<file path="src/core/drive_power_pkg.sv">
// Package: drive power state machine constants, types and word layouts
`default_nettype none
package drive_power_pkg;

   // ****************************************
   // Control word bit positions
   // ****************************************
   localparam int CW_SWITCH_ON   = 0;
   localparam int CW_DISABLE_V   = 1;
   localparam int CW_QUICK_STOP  = 2;
   localparam int CW_ENABLE_OP   = 3;
   localparam int CW_MODE_LO     = 4;
   localparam int CW_MODE_MID    = 5;
   localparam int CW_MODE_HI     = 6;
   localparam int CW_FAULT_RESET = 7;
   localparam int CW_PAUSE       = 8;

   // ****************************************
   // Status word bit positions
   // ****************************************
   localparam int SW_READY       = 0;
   localparam int SW_SWITCHED_ON = 1;
   localparam int SW_OP_ENABLED  = 2;
   localparam int SW_FAULT       = 3;
   localparam int SW_VOLTAGE     = 4;
   localparam int SW_QUICK_STOP  = 5;
   localparam int SW_SO_DISABLED = 6;
   localparam int SW_WARNING     = 7;
   localparam int SW_REMOTE      = 9;
   localparam int SW_TARGET      = 10;
   localparam int SW_LIMIT       = 11;

   localparam logic [15:0] WORD_ZERO = 16'h0000;

   // ****************************************
   // Mode of operation codes
   // ****************************************
   localparam logic [7:0] MODE_PROFILE_POSITION = 8'h01;
   localparam logic [7:0] MODE_PROFILE_VELOCITY = 8'h03;
   localparam logic [7:0] MODE_PROFILE_TORQUE   = 8'h04;
   localparam logic [7:0] MODE_REFERENCE_SEARCH = 8'h06;
   localparam logic [7:0] MODE_INTERPOLATED     = 8'h07;

   // ****************************************
   // Types
   // ****************************************
   typedef enum logic [2:0] {
      ST_NOT_READY      = 3'b000,
      ST_SO_DISABLED    = 3'b001,
      ST_READY          = 3'b011,
      ST_SWITCHED_ON    = 3'b010,
      ST_OP_ENABLED     = 3'b110,
      ST_QUICK_STOP     = 3'b111,
      ST_FAULT_REACTION = 3'b101,
      ST_FAULT          = 3'b100
   } drive_state_t;

   typedef struct packed {
      logic cmd_shutdown;
      logic cmd_switch_on;
      logic cmd_disable_voltage;
      logic cmd_quick_stop;
      logic cmd_disable_op;
      logic cmd_enable_op;
      logic cmd_fault_reset;
      logic enable_op_rise;
      logic pause;
   } drive_cmd_t;

   typedef struct packed {
      logic new_setpoint;
      logic change_immediately;
      logic absolute_relative;
      logic reference_search_start;
   } mode_bits_t;

   typedef struct packed {
      logic booting;
      logic fault_present;
      logic voltage_present;
      logic warning_any;
      logic target_reached;
      logic limit_active;
      logic ramp_done;
   } drive_cond_t;

endpackage : drive_power_pkg
`default_nettype wire

</file>
<file path="src/core/control_word_decoder.sv">
// Control word command decoder with edge detection of enable and fault reset
`timescale 1ns/1ps
`default_nettype none
module control_word_decoder
   import drive_power_pkg::*;
(
   input  wire logic        clk,
   input  wire logic        sys_rst,
   input  wire logic [15:0] control_word,
   input  wire logic [7:0]  mode_of_operation,
   output drive_cmd_t       cmd,
   output mode_bits_t       mode_bits
);

   logic enable_op_prev_reg;
   logic fault_reset_prev_reg;

   // ****************************************
   // Edge history
   // ****************************************
   always_ff @(posedge clk) begin
      if (sys_rst) begin
         enable_op_prev_reg   <= 1'b0;
         fault_reset_prev_reg <= 1'b0;
      end else begin
         enable_op_prev_reg   <= control_word[CW_ENABLE_OP];
         fault_reset_prev_reg <= control_word[CW_FAULT_RESET];
      end
   end

   // ****************************************
   // Command decode; bits 9 to 15 never looked at
   // ****************************************
   always_comb begin
      logic so;
      logic dv;
      logic qs;
      logic eo;
      so = control_word[CW_SWITCH_ON];
      dv = control_word[CW_DISABLE_V];
      qs = control_word[CW_QUICK_STOP];
      eo = control_word[CW_ENABLE_OP];
      cmd.cmd_shutdown        = qs & dv & ~so;
      cmd.cmd_switch_on       = qs & dv & so;
      cmd.cmd_disable_voltage = ~dv;
      cmd.cmd_quick_stop      = ~qs & dv;
      cmd.cmd_disable_op      = ~eo & qs & dv & so;
      cmd.cmd_enable_op       = eo & qs & dv & so;
      cmd.cmd_fault_reset     = control_word[CW_FAULT_RESET] & ~fault_reset_prev_reg;
      cmd.enable_op_rise      = eo & ~enable_op_prev_reg;
      cmd.pause               = control_word[CW_PAUSE];
   end

   // Mode-specific bits; unused modes leave them reserved
   always_comb begin
      mode_bits = '0;
      unique case (mode_of_operation)
         MODE_PROFILE_POSITION: begin
            mode_bits.new_setpoint       = control_word[CW_MODE_LO];
            mode_bits.change_immediately = control_word[CW_MODE_MID];
            mode_bits.absolute_relative  = control_word[CW_MODE_HI];
         end
         MODE_REFERENCE_SEARCH: begin
            mode_bits.reference_search_start = control_word[CW_MODE_LO];
         end
         default: begin
            mode_bits = '0;
         end
      endcase
   end

endmodule : control_word_decoder
`default_nettype wire

</file>
<file path="src/core/drive_power_state_machine.sv">
// Drive power-stage state machine: control word in, status word out
`timescale 1ns/1ps
`default_nettype none
module drive_power_state_machine
   import drive_power_pkg::*;
#(
   parameter int WARN_W = 8
)
(
   input  wire logic              clk,
   input  wire logic              sys_rst,
   input  wire logic [15:0]       control_word,
   input  wire logic              cycle_strobe,
   input  wire logic [7:0]        mode_of_operation,
   input  wire logic              booting,
   input  wire logic              fault_present,
   input  wire logic              voltage_present,
   input  wire logic [WARN_W-1:0] warning_causes,
   input  wire logic              target_reached,
   input  wire logic              limit_active,
   input  wire logic              ramp_done,
   input  wire logic [31:0]       setpoint_in,
   output logic [15:0]            status_word,
   output logic [WARN_W-1:0]      warning_detail,
   output logic [31:0]            setpoint_out,
   output logic                   setpoint_valid,
   output logic                   power_stage_enable,
   output logic                   quick_stop_ramp,
   output logic                   emergency_ramp,
   output logic                   halt_motion,
   output mode_bits_t             mode_bits,
   output drive_state_t           state
);

   if (WARN_W < 1 || WARN_W > 16) begin : g_bad_warn
      $error("WARN_W out of range");
   end

   drive_cmd_t   cmd;
   drive_cond_t  cond;
   drive_state_t state_reg;
   drive_state_t state_next;
   logic [31:0]  setpoint_reg;
   logic         setpoint_valid_reg;
   logic [WARN_W-1:0] warning_reg;

   // ****************************************
   // Sub-blocks
   // ****************************************
   control_word_decoder u_decoder (
      .clk               (clk),
      .sys_rst           (sys_rst),
      .control_word      (control_word),
      .mode_of_operation (mode_of_operation),
      .cmd               (cmd),
      .mode_bits         (mode_bits)
   );

   always_comb begin
      cond.booting         = booting;
      cond.fault_present   = fault_present;
      cond.voltage_present = voltage_present;
      cond.warning_any     = |warning_causes;
      cond.target_reached  = target_reached;
      cond.limit_active    = limit_active;
      cond.ramp_done       = ramp_done;
   end

   status_word_encoder u_encoder (
      .clk         (clk),
      .sys_rst     (sys_rst),
      .state       (state_reg),
      .cond        (cond),
      .status_word (status_word)
   );

   // ****************************************
   // Transition logic
   // ****************************************
   // Fault detection takes priority over every command so a fault
   // is never masked by a control word arriving in the same cycle.
   always_comb begin
      state_next = state_reg;
      unique case (state_reg)
         ST_NOT_READY: begin
            if (!booting && !fault_present) begin
               state_next = ST_SO_DISABLED;
            end
         end
         ST_SO_DISABLED: begin
            if (fault_present) begin
               state_next = ST_FAULT_REACTION;
            end else if (cmd.cmd_shutdown && voltage_present) begin
               state_next = ST_READY;
            end
         end
         ST_READY: begin
            if (fault_present) begin
               state_next = ST_FAULT_REACTION;
            end else if (cmd.cmd_disable_voltage || cmd.cmd_quick_stop) begin
               state_next = ST_SO_DISABLED;
            end else if (cmd.cmd_switch_on) begin
               state_next = ST_SWITCHED_ON;
            end
         end
         ST_SWITCHED_ON: begin
            if (fault_present) begin
               state_next = ST_FAULT_REACTION;
            end else if (cmd.cmd_disable_voltage || cmd.cmd_quick_stop) begin
               state_next = ST_SO_DISABLED;
            end else if (cmd.cmd_shutdown) begin
               state_next = ST_READY;
            end else if (cmd.cmd_enable_op && cmd.enable_op_rise) begin
               state_next = ST_OP_ENABLED;
            end
         end
         ST_OP_ENABLED: begin
            if (fault_present) begin
               state_next = ST_FAULT_REACTION;
            end else if (cmd.cmd_disable_voltage) begin
               state_next = ST_SO_DISABLED;
            end else if (cmd.cmd_quick_stop) begin
               state_next = ST_QUICK_STOP;
            end else if (cmd.cmd_shutdown) begin
               state_next = ST_READY;
            end else if (cmd.cmd_disable_op) begin
               state_next = ST_SWITCHED_ON;
            end
         end
         ST_QUICK_STOP: begin
            if (fault_present) begin
               state_next = ST_FAULT_REACTION;
            end else if (cmd.cmd_disable_voltage || ramp_done) begin
               state_next = ST_SO_DISABLED;
            end else if (cmd.cmd_enable_op && cmd.enable_op_rise) begin
               state_next = ST_OP_ENABLED;
            end
         end
         ST_FAULT_REACTION: begin
            if (ramp_done) begin
               state_next = ST_FAULT;
            end
         end
         ST_FAULT: begin
            // Reset only counts here, and only once the fault has cleared
            if (cmd.cmd_fault_reset && !fault_present) begin
               state_next = ST_SO_DISABLED;
            end
         end
         default: begin
            state_next = ST_NOT_READY;
         end
      endcase
   end

   always_ff @(posedge clk) begin
      if (sys_rst) begin
         state_reg <= ST_NOT_READY;
      end else begin
         state_reg <= state_next;
      end
   end

   // ****************************************
   // Setpoint transfer
   // ****************************************
   // Pause freezes the held setpoint instead of zeroing it, so motion
   // resumes from the same task once the bit drops.
   always_ff @(posedge clk) begin
      if (sys_rst) begin
         setpoint_reg       <= '0;
         setpoint_valid_reg <= 1'b0;
      end else begin
         setpoint_valid_reg <= 1'b0;
         if (state_reg == ST_OP_ENABLED && cycle_strobe && !cmd.pause) begin
            setpoint_reg       <= setpoint_in;
            setpoint_valid_reg <= 1'b1;
         end
      end
   end

   always_ff @(posedge clk) begin
      if (sys_rst) begin
         warning_reg <= '0;
      end else begin
         warning_reg <= warning_causes;
      end
   end

   // ****************************************
   // Outputs
   // ****************************************
   assign power_stage_enable = (state_reg == ST_SWITCHED_ON) ||
                               (state_reg == ST_OP_ENABLED) ||
                               (state_reg == ST_QUICK_STOP) ||
                               (state_reg == ST_FAULT_REACTION);
   assign quick_stop_ramp    = (state_reg == ST_QUICK_STOP);
   assign emergency_ramp     = (state_reg == ST_FAULT_REACTION);
   assign halt_motion        = cmd.pause || (state_reg != ST_OP_ENABLED);
   assign setpoint_out       = setpoint_reg;
   assign setpoint_valid     = setpoint_valid_reg;
   assign warning_detail     = warning_reg;
   assign state              = state_reg;

endmodule : drive_power_state_machine
`default_nettype wire

</file>
<file path="src/core/status_word_encoder.sv">
// Status word encoder from state and drive conditions
`timescale 1ns/1ps
`default_nettype none
module status_word_encoder
   import drive_power_pkg::*;
(
   input  wire logic         clk,
   input  wire logic         sys_rst,
   input  wire drive_state_t state,
   input  wire drive_cond_t  cond,
   output logic [15:0]       status_word
);

   logic [15:0] status_next;

   // ****************************************
   // Encoding
   // ****************************************
   always_comb begin
      status_next = WORD_ZERO;
      unique case (state)
         ST_NOT_READY: begin
         end
         ST_SO_DISABLED: begin
            status_next[SW_SO_DISABLED] = 1'b1;
         end
         ST_READY: begin
            status_next[SW_QUICK_STOP] = 1'b1;
            status_next[SW_READY]      = 1'b1;
         end
         ST_SWITCHED_ON: begin
            status_next[SW_QUICK_STOP]  = 1'b1;
            status_next[SW_SWITCHED_ON] = 1'b1;
            status_next[SW_READY]       = 1'b1;
         end
         ST_OP_ENABLED: begin
            status_next[SW_QUICK_STOP]  = 1'b1;
            status_next[SW_OP_ENABLED]  = 1'b1;
            status_next[SW_SWITCHED_ON] = 1'b1;
            status_next[SW_READY]       = 1'b1;
         end
         ST_QUICK_STOP: begin
            status_next[SW_OP_ENABLED]  = 1'b1;
            status_next[SW_SWITCHED_ON] = 1'b1;
            status_next[SW_READY]       = 1'b1;
         end
         ST_FAULT_REACTION: begin
            status_next[SW_FAULT]       = 1'b1;
            status_next[SW_OP_ENABLED]  = 1'b1;
            status_next[SW_SWITCHED_ON] = 1'b1;
            status_next[SW_READY]       = 1'b1;
         end
         ST_FAULT: begin
            status_next[SW_FAULT] = 1'b1;
         end
         default: begin
            status_next = WORD_ZERO;
         end
      endcase
      status_next[SW_VOLTAGE] = cond.voltage_present;
      status_next[SW_WARNING] = cond.warning_any;
      status_next[SW_REMOTE]  = 1'b1;
      status_next[SW_TARGET]  = cond.target_reached;
      status_next[SW_LIMIT]   = cond.limit_active;
   end

   always_ff @(posedge clk) begin
      if (sys_rst) begin
         status_word <= WORD_ZERO;
      end else begin
         status_word <= status_next;
      end
   end

endmodule : status_word_encoder
`default_nettype wire

</file>
<file path="config.mk">
export PLATFORM = sky130hd
export DESIGN_NAME = drive_power_state_machine
export DESIGN_NICKNAME = d
export VERILOG_FILES = /design/src/core/drive_power_pkg.sv /design/src/core/control_word_decoder.sv /design/src/core/drive_power_state_machine.sv /design/src/core/status_word_encoder.sv
export SDC_FILE = /design/constraint.sdc
export NUM_CORES = 1
export LEC_CHECK = 0
export ABC_AREA = 1
export BUFFER_PORTS_ARGS = -buffer_cell sky130_fd_sc_hd__buf_2
export CORE_UTILIZATION = 45
export CTS_CLUSTER_SIZE = 8
export DETAILED_ROUTE_END_ITERATION = 10
export PLACE_DENSITY = 0.94
export SYNTH_ARGS = -nofsm -noshare
export SYNTH_HDL_FRONTEND = slang
export SYNTH_SLANG_ARGS = --single-unit
</file>
<file path="constraint.sdc">
create_clock -name clk -period 2 [get_ports clk]
set_clock_uncertainty 0.15 [all_clocks]
set_input_delay 0.3 -clock clk [delete_from_list [all_inputs] [get_ports clk]]
set_output_delay 0.3 -clock clk [all_outputs]
set_load 0.01 [all_outputs]
</file>
==> flow_summary.toml <==
[die]
die_w_um = 72.5
coreArea_sq_um = 4750
io_pins = 141
num_rows = 25
start_util = 0.470
fp.dieH_um = 72.5
fp.dieArea_sq_um = 5250

[setup_path]
critPathRequiredTime_ps = 1550
setup.worst_path.end_class = "primary output"
cp_max_fo = 10
reg2reg_from = "state[1]"
arrival_ps = 1410
startpoint_type = "flop"
r2r_setup_slack_ps = 280
path_class = "reg -> out"
critPathLaunch = "state[1]"

[global_routing]
grt_pass1_wl_mm = 8.21
grt_max_degree = 36
grt_pass1_vias = 2036
grt_usage = 0.200
antenna_found_initial = 0
grt_overflow_total = 0

[synthesis]
synth_top_family_by_area = "simple AND/OR/NAND/NOR gates"
synth-compound-area-share = 0.0908
ys_seq_elements = 57
synth_xor_area_frac = 0
yosysWarnings = 0
synth-simple-area-share = 0.290
synthMuxAreaShare = 0
syn_inst = 301
ys_seq_area_frac = 0.511
syn_area_sq_um = 2230
yosys.area_share.adder = 0
synthDistinctLibCells = 26
avgSynthCellArea_sq_um = 7.42

[clock_tree]
cts_root_buf = "clkbuf_8"
htreeDepth = 3
cts_tree = "yes"
cts_sinks = 57
clk_latency_ps = 310
clockBufferDepth = 2
postCtsSetupBuffers = 0
clk_pin_slew_ps = 60
postCtsHoldBufs = 0
cts_buffers = 9

[power_and_ir_drop]
leakagePower_uw = 0.00163
powerDensity_nw_per_um2 = 838
ir_worst_vdd_v = 0.000622

[timing]
max_freq_mhz = 539
min_period_ps = 1860
rsz0062_at_grt = "false"
hold_slack_ps = 40.1
min_period_over_period = 0.928
tns_ps = 0
finalHoldViolCount = 0
drv_slew = 0
setup_violations = 0

[cells_and_area]
area_growth_pct = 37.1
multi_input_area_sq_um = 870
final_cell_mix = "128 x buf_2, 102 x nor2_1, 56 x dfxtp_1"
layout.cells.most_common = "buf_2"
fillers = 412
drive_gt1_frac = 0.353
area.sequential_sq_um = 1140
largest_reg_flops = 32
nets = 503
antenna_cells = 0

[min_path]
hold_path.class = "in -> reg"
hp-start = "target_reached"

[placement]
io_buffers = 128
dp_hpwl_mm = 3.87
place_congestion = 0.894

[routing]
ant_nets = 0
drt-total-wl_mm = 5.32
routed_via_density = 4.67
wl_per_cell_um = 10.6
drc = 0
drtIter0Drc = 58
num_vias = 2338
first_pass_iters = 5

[status]
outcome = "completed"

[job]
max-cap-violations = 0
## synth_stat cells
library cell | number | area share
clkbuf_1 | 5 | 0.0084
nand3b_1 | 2 | 0.0067
conb_1 | 1 | 0.0017
inv_1 | 30 | 0.050
clkbuf_2 | 2 | 0.0045
buf_6 | 4 | 0.020
nor4_1 | 3 | 0.0084
nand4_1 | 3 | 0.0084
o21ai_1 | 17 | 0.038
nor2_1 | 102 | 0.17
buf_4 | 5 | 0.017
or2_2 | 1 | 0.0028
nand3_4 | 1 | 0.0078
or4_1 | 1 | 0.0034
nor3_1 | 4 | 0.0090
nand2_2 | 1 | 0.0028
buf_2 | 1 | 0.0022
a21oi_1 | 5 | 0.011
clkinv_2 | 1 | 0.0022
dfxtp_1 | 57 | 0.51
o211ai_1 | 1 | 0.0034
o21ai_0 | 17 | 0.038
nand3_1 | 10 | 0.022
inv_2 | 1 | 0.0017
nor2_4 | 1 | 0.0050
nand2_1 | 25 | 0.042
## report_power, final
group	internal [uW]	switching [uW]	total, uW
combinational	177	246	423
sequential	1190	50.8	1240
clock	471	431	901
total	1840	727	2570
## logic make-up (layout without fill, tap and decap cells)
kind of cell / count (synthesis) / in the layout
AOI/OAI and AO/OA: 40 / 40
buffers and inverters: 49 / 178
DFF: 57 / 57
other: 1 / 5
and+or+nand+nor: 154 / 154
## per-layer routing
layer | part of all wire | track usage | vias to the layer above
met2 | 0.48 | 0.376 | 126
met3 | 0.10 | 0.0583 | 2
li1 | - | - | 1185
met5 | 0 | 0 | -
met4 | 0.0056 | 0.0850 | 0
met1 | 0.41 | 0.206 | 1025
## worst max-delay path: stages (launching register included)
cell and delay, ps:
dfxtp_1 550, inv_1 170, nor2_1 210, buf_2 170
## area by class of cell
| type | count | share of cell area |
|---|---|---|
| flip-flops and latches | 57 | 0.373 |
| multi-input cells | 199 | 0.284 |
| repair buffers | 131 | 0.221 |
| clock buffers | 10 | 0.0449 |
| inverters | 32 | 0.0396 |
| well taps | 67 | 0.0274 |
| clock inverters | 5 | 0.0106 |
## stage by stage
stage          setup slack [ps]  cells  utilization  cell area (sq um)  power, uW
2_1_floorplan               481    305            -               2250       1510
3_3_place_gp                303    486        0.608               2890       1680
3_5_place_dp                281    486        0.608               2890       1690
4_1_cts                    55.5    501        0.644               3060       2600
5_1_grt                    32.8    501        0.644               3060       2710
6_report                    144    501        0.644               3060       2570
## final timing paths
path / to / cells after the start
hold reg to reg: setpoint_out[25] / 2
hold / removal: u_encoder.status_word[10] / 3
setup reg to reg: setpoint_out[9] / 6
setup / recovery: quick_stop_ramp / 3
## what timing repair did
item / in CTS / in global routing
endpoints found under the setup margin: 0 / 1
resized for setup: 0 / 1
hold endpoints to repair: 0 / 0
Power figures use the tool's default switching activity.
